<file path="src/logic/ppf_consts.vh">
// Constants for the port pin function and pull-up control block.
// Assumes inclusion by bare name from files under logic/.
`ifndef PPF_CONSTS_VH
`define PPF_CONSTS_VH
`define PPF_PD_W 8
`define PPF_PE_W 2
`define PPF_PD_CS_W 6
`define PPF_PD_TX1 6
`define PPF_PD_RX1 7
`define PPF_PE_TX0 0
`define PPF_PE_RX0 1
`define PPF_PD_PER_RST 8'hc0
`define PPF_PE_PER_RST 2'h3
`define PPF_PD_PU_RST 8'hff
`define PPF_PE_PU_RST 2'h3
`define PPF_PD_PU_INV 8'h40
`define PPF_PE_PU_INV 2'h0
`define PPF_PULL_RST 1'b1
`define PPF_RX_RST 1'b1
`define PPF_PD_DIR_RST 8'h00
`define PPF_PE_DIR_RST 2'h0
`endif

</file>
<file path="src/logic/ppf_pad_sel.v">
// Per-pad owner selection between port logic and a peripheral.
// Assumes all controls are synchronous to core_clk_i.
`timescale 1ns/1ps
module ppf_pad_sel #(
  parameter W = 8
) (
  input wire [W-1:0] per_en_i,
  input wire [W-1:0] port_oe_i,
  input wire [W-1:0] port_do_i,
  input wire [W-1:0] periph_oe_i,
  input wire [W-1:0] periph_do_i,
  output wire [W-1:0] oe_o,
  output wire [W-1:0] do_o
);
  // Owner mux per bit
  assign oe_o = (per_en_i & periph_oe_i) | (~per_en_i & port_oe_i);
  assign do_o = (per_en_i & periph_do_i) | (~per_en_i & port_do_i);
endmodule // ppf_pad_sel

</file>
<file path="src/logic/ppf_top.v">
// Top of the port D / port E pin function and pull-up control.
// Assumes every input is synchronous to core_clk_i; pads are resolved outside.
`timescale 1ns/1ps
`include "ppf_consts.vh"
module ppf_top (
  input wire core_clk_i,
  input wire arst_n_i,
  input wire [`PPF_PD_W-1:0] port_d_dir_i,
  input wire [`PPF_PD_W-1:0] port_d_dout_i,
  input wire [`PPF_PD_W-1:0] port_d_periph_enable_i,
  input wire [`PPF_PD_W-1:0] port_d_pullup_i,
  input wire [`PPF_PE_W-1:0] port_e_dir_i,
  input wire [`PPF_PE_W-1:0] port_e_dout_i,
  input wire [`PPF_PE_W-1:0] port_e_periph_enable_i,
  input wire [`PPF_PE_W-1:0] port_e_pullup_i,
  input wire cfg_we_i,
  input wire bus_drive_ctrl_bit_i,
  input wire test_pullup_disable_i,
  input wire [`PPF_PD_CS_W-1:0] chip_select_n_i,
  input wire ext_bus_active_i,
  input wire serial0_tx_i,
  input wire serial1_tx_i,
  input wire test_shift_state_i,
  input wire test_tdo_i,
  input wire [`PPF_PD_W-1:0] port_d_pad_i,
  input wire [`PPF_PE_W-1:0] port_e_pad_i,
  output reg [`PPF_PD_W-1:0] port_d_pad_o,
  output reg [`PPF_PD_W-1:0] port_d_pad_oe_o,
  output reg [`PPF_PD_W-1:0] port_d_pull_en_o,
  output reg [`PPF_PE_W-1:0] port_e_pad_o,
  output reg [`PPF_PE_W-1:0] port_e_pad_oe_o,
  output reg [`PPF_PE_W-1:0] port_e_pull_en_o,
  output reg test_pull_en_o,
  output reg test_tdo_o,
  output reg test_tdo_oe_o,
  output reg [`PPF_PD_W-1:0] port_d_din_o,
  output reg [`PPF_PE_W-1:0] port_e_din_o,
  output reg serial0_rx_o,
  output reg serial1_rx_o
);
  // Configuration registers, loaded on cfg_we_i; the data and reset-flag registers load every cycle
  reg [`PPF_PD_W-1:0] port_d_dir_reg;
  reg [`PPF_PD_W-1:0] port_b_periph_enable_reg;
  reg [`PPF_PD_W-1:0] port_d_pullup_reg;
  reg [`PPF_PE_W-1:0] port_e_dir_reg;
  reg [`PPF_PE_W-1:0] port_e_periph_enable_reg;
  reg [`PPF_PE_W-1:0] port_e_pullup_reg;
  reg bus_drive_ctrl_reg;
  reg system_pullup_disable_reg;
  reg [`PPF_PD_W-1:0] port_d_dout_reg;
  reg [`PPF_PE_W-1:0] port_e_dout_reg;
  reg in_reset_reg;
  wire [`PPF_PD_W-1:0] pd_per_oe;
  wire [`PPF_PD_W-1:0] pd_per_do;
  wire [`PPF_PE_W-1:0] pe_per_oe;
  wire [`PPF_PE_W-1:0] pe_per_do;
  wire [`PPF_PD_W-1:0] pd_oe;
  wire [`PPF_PD_W-1:0] pd_do;
  wire [`PPF_PE_W-1:0] pe_oe;
  wire [`PPF_PE_W-1:0] pe_do;
  wire cs_drive;
  // Next values of the configuration registers
  reg [`PPF_PD_W-1:0] port_d_dir_next;
  reg [`PPF_PD_W-1:0] port_b_periph_enable_next;
  reg [`PPF_PD_W-1:0] port_d_pullup_next;
  reg [`PPF_PE_W-1:0] port_e_dir_next;
  reg [`PPF_PE_W-1:0] port_e_periph_enable_next;
  reg [`PPF_PE_W-1:0] port_e_pullup_next;
  reg bus_drive_ctrl_next;
  reg system_pullup_disable_next;
  // Next values of the registered outputs
  reg [`PPF_PD_W-1:0] port_d_pad_next;
  reg [`PPF_PD_W-1:0] port_d_pad_oe_next;
  reg [`PPF_PD_W-1:0] port_d_pull_en_next;
  reg [`PPF_PE_W-1:0] port_e_pad_next;
  reg [`PPF_PE_W-1:0] port_e_pad_oe_next;
  reg [`PPF_PE_W-1:0] port_e_pull_en_next;
  reg test_pull_en_next;
  reg test_tdo_next;
  reg test_tdo_oe_next;
  reg [`PPF_PD_W-1:0] port_d_din_next;
  reg [`PPF_PE_W-1:0] port_e_din_next;
  reg serial0_rx_next;
  reg serial1_rx_next;
  // Pull-up sense per pin; only port D pin 6 is inverted
  localparam [`PPF_PD_W-1:0] PD_PU_INV = `PPF_PD_PU_INV;
  localparam [`PPF_PE_W-1:0] PE_PU_INV = `PPF_PE_PU_INV;
  // Loop index of the per-pin decode
  integer pin;

  // One pin's pull-up enable; a set sense bit means a set register bit disables it
  function pull_bit;
    input pur_bit;
    input inv_bit;
    begin
      pull_bit = pur_bit ^ inv_bit;
    end
  endfunction

  // One pin's output enable, held off while the pins are still inputs after reset
  function oe_hold;
    input oe_bit;
    input hold;
    begin
      oe_hold = oe_bit & ~hold;
    end
  endfunction

  // Configuration is taken only on the load strobe; otherwise every register holds
  always @*
  begin
    port_d_dir_next = port_d_dir_reg;
    port_b_periph_enable_next = port_b_periph_enable_reg;
    port_d_pullup_next = port_d_pullup_reg;
    port_e_dir_next = port_e_dir_reg;
    port_e_periph_enable_next = port_e_periph_enable_reg;
    port_e_pullup_next = port_e_pullup_reg;
    bus_drive_ctrl_next = bus_drive_ctrl_reg;
    system_pullup_disable_next = system_pullup_disable_reg;
    if (cfg_we_i)
    begin
      port_d_dir_next = port_d_dir_i;
      port_b_periph_enable_next = port_d_periph_enable_i;
      port_d_pullup_next = port_d_pullup_i;
      port_e_dir_next = port_e_dir_i;
      port_e_periph_enable_next = port_e_periph_enable_i;
      port_e_pullup_next = port_e_pullup_i;
      bus_drive_ctrl_next = bus_drive_ctrl_bit_i;
      system_pullup_disable_next = test_pullup_disable_i;
    end
  end

  // Configuration flops; port_b_periph_enable_reg holds the port D peripheral enables
  always @(posedge core_clk_i or negedge arst_n_i)
  begin
    if (!arst_n_i)
    begin
      port_d_dir_reg <= `PPF_PD_DIR_RST;
      port_b_periph_enable_reg <= `PPF_PD_PER_RST;
      port_d_pullup_reg <= `PPF_PD_PU_RST;
      port_e_dir_reg <= `PPF_PE_DIR_RST;
      port_e_periph_enable_reg <= `PPF_PE_PER_RST;
      port_e_pullup_reg <= `PPF_PE_PU_RST;
      bus_drive_ctrl_reg <= 1'b0;
      system_pullup_disable_reg <= 1'b0;
    end
    else
    begin
      port_d_dir_reg <= port_d_dir_next;
      port_b_periph_enable_reg <= port_b_periph_enable_next;
      port_d_pullup_reg <= port_d_pullup_next;
      port_e_dir_reg <= port_e_dir_next;
      port_e_periph_enable_reg <= port_e_periph_enable_next;
      port_e_pullup_reg <= port_e_pullup_next;
      bus_drive_ctrl_reg <= bus_drive_ctrl_next;
      system_pullup_disable_reg <= system_pullup_disable_next;
    end
  end

  // Port output data is registered every cycle; the flag marks the first edge after release
  always @(posedge core_clk_i or negedge arst_n_i)
  begin
    if (!arst_n_i)
    begin
      port_d_dout_reg <= {`PPF_PD_W{1'b0}};
      port_e_dout_reg <= {`PPF_PE_W{1'b0}};
      in_reset_reg <= 1'b1;
    end
    else
    begin
      port_d_dout_reg <= port_d_dout_i;
      port_e_dout_reg <= port_e_dout_i;
      in_reset_reg <= 1'b0;
    end
  end

  // Chip selects float when idle only if the drive control bit is clear
  assign cs_drive = bus_drive_ctrl_reg | ext_bus_active_i;
  // Peripheral side of port D: chip selects on 0..5, serial 1 on 6 and 7
  assign pd_per_oe = {1'b0, 1'b1, {`PPF_PD_CS_W{cs_drive}}};
  assign pd_per_do = {1'b0, serial1_tx_i, chip_select_n_i};
  // Peripheral side of port E: serial 0 transmit on 0, receive on 1
  assign pe_per_oe = {1'b0, 1'b1};
  assign pe_per_do = {1'b0, serial0_tx_i};

  ppf_pad_sel #(
    .W(`PPF_PD_W)
  ) u_pd_sel (
    .per_en_i(port_b_periph_enable_reg),
    .port_oe_i(port_d_dir_reg),
    .port_do_i(port_d_dout_reg),
    .periph_oe_i(pd_per_oe),
    .periph_do_i(pd_per_do),
    .oe_o(pd_oe),
    .do_o(pd_do)
  );

  ppf_pad_sel #(
    .W(`PPF_PE_W)
  ) u_pe_sel (
    .per_en_i(port_e_periph_enable_reg),
    .port_oe_i(port_e_dir_reg),
    .port_do_i(port_e_dout_reg),
    .periph_oe_i(pe_per_oe),
    .periph_do_i(pe_per_do),
    .oe_o(pe_oe),
    .do_o(pe_do)
  );

  // Per-pin decode of pad enables and pull-ups for both ports
  always @*
  begin
    port_d_pad_oe_next = {`PPF_PD_W{1'b0}};
    port_d_pull_en_next = {`PPF_PD_W{1'b0}};
    port_e_pad_oe_next = {`PPF_PE_W{1'b0}};
    port_e_pull_en_next = {`PPF_PE_W{1'b0}};
    for (pin = 0; pin < `PPF_PD_W; pin = pin + 1)
    begin
      port_d_pad_oe_next[pin] = oe_hold(pd_oe[pin], in_reset_reg);
      port_d_pull_en_next[pin] = pull_bit(port_d_pullup_reg[pin], PD_PU_INV[pin]);
    end
    for (pin = 0; pin < `PPF_PE_W; pin = pin + 1)
    begin
      port_e_pad_oe_next[pin] = oe_hold(pe_oe[pin], in_reset_reg);
      port_e_pull_en_next[pin] = pull_bit(port_e_pullup_reg[pin], PE_PU_INV[pin]);
    end
  end

  // Pad data, test port and input routing need no per-pin decode
  always @*
  begin
    port_d_pad_next = pd_do;
    port_e_pad_next = pe_do;
    test_pull_en_next = ~system_pullup_disable_reg;
    test_tdo_next = test_tdo_i;
    test_tdo_oe_next = test_shift_state_i;
    // Input data reaches both owners regardless of selection
    port_d_din_next = port_d_pad_i;
    port_e_din_next = port_e_pad_i;
    serial0_rx_next = port_e_pad_i[`PPF_PE_RX0];
    serial1_rx_next = port_d_pad_i[`PPF_PD_RX1];
  end

  // Pad drive flops; enables stay off while reset holds the pins as inputs
  always @(posedge core_clk_i or negedge arst_n_i)
  begin
    if (!arst_n_i)
    begin
      port_d_pad_o <= {`PPF_PD_W{1'b0}};
      port_d_pad_oe_o <= {`PPF_PD_W{1'b0}};
      port_e_pad_o <= {`PPF_PE_W{1'b0}};
      port_e_pad_oe_o <= {`PPF_PE_W{1'b0}};
    end
    else
    begin
      port_d_pad_o <= port_d_pad_next;
      port_d_pad_oe_o <= port_d_pad_oe_next;
      port_e_pad_o <= port_e_pad_next;
      port_e_pad_oe_o <= port_e_pad_oe_next;
    end
  end

  // Pull-up flops; every pull-up is on during reset so undriven inputs read high
  always @(posedge core_clk_i or negedge arst_n_i)
  begin
    if (!arst_n_i)
    begin
      port_d_pull_en_o <= {`PPF_PD_W{`PPF_PULL_RST}};
      port_e_pull_en_o <= {`PPF_PE_W{`PPF_PULL_RST}};
      test_pull_en_o <= `PPF_PULL_RST;
    end
    else
    begin
      port_d_pull_en_o <= port_d_pull_en_next;
      port_e_pull_en_o <= port_e_pull_en_next;
      test_pull_en_o <= test_pull_en_next;
    end
  end

  // Test data output flops; the enable follows the shift states one cycle late
  always @(posedge core_clk_i or negedge arst_n_i)
  begin
    if (!arst_n_i)
    begin
      test_tdo_o <= 1'b0;
      test_tdo_oe_o <= 1'b0;
    end
    else
    begin
      test_tdo_o <= test_tdo_next;
      test_tdo_oe_o <= test_tdo_oe_next;
    end
  end

  // Input routing flops; serial receive lines idle high during reset
  always @(posedge core_clk_i or negedge arst_n_i)
  begin
    if (!arst_n_i)
    begin
      port_d_din_o <= {`PPF_PD_W{1'b0}};
      port_e_din_o <= {`PPF_PE_W{1'b0}};
      serial0_rx_o <= `PPF_RX_RST;
      serial1_rx_o <= `PPF_RX_RST;
    end
    else
    begin
      port_d_din_o <= port_d_din_next;
      port_e_din_o <= port_e_din_next;
      serial0_rx_o <= serial0_rx_next;
      serial1_rx_o <= serial1_rx_next;
    end
  end
endmodule // ppf_top
</file>
<file path="config.mk">
export PLATFORM = sky130hd
export DESIGN_NAME = ppf_top
export DESIGN_NICKNAME = d
export VERILOG_FILES = /design/src/logic/ppf_pad_sel.v /design/src/logic/ppf_top.v
export VERILOG_INCLUDE_DIRS = /design/src /design/src/logic
export SDC_FILE = /design/constraint.sdc
export NUM_CORES = 1
export LEC_CHECK = 0
export ABC_AREA = 1
export BUFFER_PORTS_ARGS = -buffer_cell sky130_fd_sc_hd__buf_2
export CORE_MARGIN = 10
export CORE_UTILIZATION = 36
export DETAILED_ROUTE_END_ITERATION = 8
export PLACE_DENSITY_LB_ADDON = 0.2
export SYNTH_ARGS = -nofsm -noshare
export SYNTH_HDL_FRONTEND = slang
export SYNTH_SLANG_ARGS = --single-unit
export TNS_END_PERCENT = 100
</file>
<file path="constraint.sdc">
create_clock -name core_clk_i -period 0.85 [get_ports core_clk_i]
set_clock_uncertainty 0.1 [all_clocks]
set_input_delay 0 -clock core_clk_i [delete_from_list [all_inputs] [get_ports core_clk_i]]
set_output_delay 0 -clock core_clk_i [all_outputs]
set_load 0.02 [all_outputs]
</file>
==> load_flow_metrics.sql <==
INSERT INTO impl_metrics (metric_group, metric, value, unit) VALUES
('worst_setup_path', 'timing.reg2reg.setup_slack', '-0.09', 'ns'),
('worst_hold_path', 'hold-path-endpoint', 'port_d_dir_reg[3]$_DFFE_PN0P_', ''),
('sta', 'fin_ws', '-0.2593', 'ns'),
('sta', 'max_freq', '0.9014', 'GHz'),
('sta', 'layout_worst_path_cycle_share', '130.5', '%'),
('floorplan', 'io-pin-count', '111', ''),
('sta', 'setup_repair_after_global_routing_missed_its_margin', 'yes', ''),
('placement', 'placed_cells', '460', ''),
('sta', 'final-max-slew-violation-count', '0', ''),
('worst_hold_path', 'worst_hold_path.num_cells', '3', ''),
('detailed_routing', 'wl_met1', '2894', 'um'),
('worst_setup_path', 'reg2reg_to', 'port_d_pad_oe_o[2]$_DFF_PN0_', ''),
('power_and_ir_drop', 'power_per_cell_area', '2020', 'mW/mm^2'),
('worst_setup_path', 'worstPathMaxFanout', '1', ''),
('detailed_routing', 'highest-signal-layer', 'met4', ''),
('floorplan', 'die_h', '112.3', 'um'),
('status', 'outcome', 'finished, violations left', ''),
('clocking', 'cts.sink_count', '88', ''),
('floorplan', 'design.core.area', '0.008258', 'sq mm'),
('synth', 'sequential_element_share_of_the_synthesized_area', '72.98', '%'),
('synth', 'syn_inst', '245', ''),
('worst_hold_path', 'hold_path_startpoint', 'cfg_we_i', ''),
('placement', 'place.port_buffers', '110', ''),
('worst_setup_path', 'arrival_time_worst_endpoint', '1.01', 'ns'),
('detailed_routing', 'met3RoutedLength', '407', 'um'),
('clocking', 'clock_insertion_delay_worst_skew', '0.36', 'ns'),
('global_routing', 'grt-ovfl-total', '0', ''),
('finish', 'antenna_cells_inserted', '0', ''),
('floorplan', 'start_util', '37.12', '%'),
('sta', 'fin_crit', '1.109', 'ns'),
('clocking', 'ctsHtreeMaxLevel', '3', ''),
('detailed_routing', 'dr.first_iter.drc_count', '53', ''),
('clocking', 'clk_path_buf_depth', '2', ''),
('sta', 'finalHoldViolations', '14', ''),
('floorplan', 'die-area', '0.01261', 'sq mm'),
('worst_setup_path', 'path_cells', 'buf_6', ''),
('floorplan', 'die_width', '112.3', 'um'),
('clocking', 'tritoncts.num_buffers', '9', ''),
('sta', 'timing.final.setup_violations', '61', ''),
('sta', 'final.hold.worst_slack', '-0.05475', 'ns'),
('status', 'violations', 'negative hold slack, negative setup slack', ''),
('run', 'maxCapViolations', '0', ''),
('worst_setup_path', 'crit_path_end_kind', 'output port', ''),
('placement', 'gpl.final_weighted_congestion', '0.7069', ''),
('floorplan', 'floorplan.rows', '33', ''),
('worst_setup_path', 'timing.critical_path.max_delay_family', 'flip-flops', ''),
('synth', 'ys_types', '14', ''),
('finish', 'final_area', '0.005014', 'sq mm'),
('finish', 'drive_above_1_share', '51.83', '%'),
('detailed_routing', 'routed_wirelength', '7579', 'um'),
('detailed_routing', 'met2_wirelength', '4133', 'um'),
('power_and_ir_drop', 'static-leakage-power', '2.441', 'nW'),
('worst_setup_path', 'critPathLaunchType', 'flop', ''),
('placement', 'placed_area', '0.003754', 'sq mm'),
('global_routing', 'grt_start_max_net_pins', '50', ''),
('detailed_routing', 'drt_first_pass_iters', '4', ''),
('synth', 'postSynthNetCount', '311', ''),
('clocking', 'clkSlewWorstSetupHoldPaths', '0.09', 'ns'),
('worst_setup_path', 'max_stage_delay', '0.55', 'ns'),
('global_routing', 'track_usage', '12.35', '%'),
('clocking', 'cts-hold-fix-buffers', '64', ''),
('worst_setup_path', 'worstReg2RegStart', 'in_reset_reg$_DFF_PN1_', ''),
('synth', 'synth_seq_cells', '88', ''),
('worst_setup_path', 'rr_worst_depth', '3', ''),
('finish', 'layoutNonFillerInstCount', '541', ''),
('clocking', 'cts_root_buf', 'clkbuf_8', ''),
('detailed_routing', 'dr_total_vias', '2239', ''),
('worst_setup_path', 'crit_buf_inv', '1', ''),
('detailed_routing', 'ant_nets', '0', ''),
('finish', 'finish.utilization', '60.71', '%'),
('power_and_ir_drop', 'worst_ir_drop_vdd', '0.0009681', 'V');
## what timing repair did
| action | 4_1_cts | 5_1_grt |
|---|---|---|
| setup buffers | 0 | 1 |
| endpoints found under the hold margin | 158 | 14 |
| pin swaps | 1 | 1 |
| setup endpoints to repair | 63 | 74 |
| resized for setup | 104 | 21 |
## worst max-delay path by stage
stage | from | end | slack, ns | depth (start not counted)
2_1_floorplan | in_reset_reg$_DFF_PN1_ | port_d_pad_oe_o[0]$_DFF_PN0_ | -0.07 | 3
3_3_place_gp | bus_drive_ctrl_reg$_DFFE_PN0P_ | port_d_pad_oe_o[0]$_DFF_PN0_ | -0.09 | 4
3_5_place_dp | bus_drive_ctrl_reg$_DFFE_PN0P_ | port_d_pad_oe_o[4]$_DFF_PN0_ | -0.10 | 4
4_1_cts | serial1_rx_o$_DFF_PN1_ | serial1_rx_o | -0.28 | 1
5_1_grt | port_d_pull_en_o[5]$_DFF_PN1_ | port_d_pull_en_o[5] | -0.30 | 1
6_report | port_d_pull_en_o[5]$_DFF_PN1_ | port_d_pull_en_o[5] | -0.26 | 1
## layer usage
layer	vias up	global-route usage (%)
met5	-	0
met1	1050	12.58
met3	11	4.047
li1	1118	-
met4	0	5.584
met2	60	22.40
## metrics by stage
| stage | hold WS (ns) | power (W) |
|---|---|---|
| after floorplan | -0.3956 | 0.005410 |
| after global placement | -0.1069 | 0.005901 |
| after detailed placement | -0.1037 | 0.005926 |
| after CTS | -0.07393 | 0.01023 |
| after global routing | -0.05202 | 0.01058 |
| final | -0.05475 | 0.01013 |
## layout by cell type, fill, tap and decap left out, types with 2 or more instances in the layout
master,netlist,layout
dlygate4sd3_1,0,64
buf_2,0,64
dfrtp_1,60,60
nand2_1,55,52
buf_6,3,46
o21ai_2,29,35
dfstp_2,28,28
inv_1,36,17
inv_2,0,17
nor2_1,14,13
clkbuf_8,0,9
nand2_2,2,4
bufinv_16,0,4
buf_4,0,4
buf_12,1,4
inv_4,0,2
a21oi_2,0,2
nor3_2,0,2
o21ai_0,9,2
## power breakdown
group / total (W) / switching (W) / internal, W
clock network: 0.00374 / 0.00148 / 0.00226
logic: 0.00158 / 0.000755 / 0.000830
registers: 0.00480 / 0.000197 / 0.00460
total: 0.0101 / 0.00243 / 0.00769
## Yosys cell counts
library cell	n	area [sq um]
nor3_1	2	10.01
buf_12	1	20.02
inv_1	36	135.1
conb_1	1	3.750
o21ai_2	29	254.0
buf_6	3	33.78
buf_8	3	45.04
nand2_2	2	12.51
a21oi_1	2	10.01
nand2_1	55	206.5
dfstp_2	28	735.7
nor2_1	14	52.55
o21ai_0	9	45.04
dfrtp_1	60	1501
## layout make-up
type	instances	share of cell area, %
Sequential cell	88	44.62
Timing Repair Buffer	182	31.69
Multi-Input combinational cell	114	12.95
Clock inverter	7	2.845
Inverter	36	2.795
Tap cell	105	2.620
Clock buffer	9	2.471
## cell families (layout without fill, tap and decap cells)
group	Yosys count	count (layout)	synth area share, %
DFF	88	88	72.98
and+or+nand+nor	73	73	9.184
buffers and inverters	43	234	7.633
AOI/OAI and AO/OA	40	40	10.08
other	1	1	0.1223
Note: power is estimated with default switching activity, not from simulation.
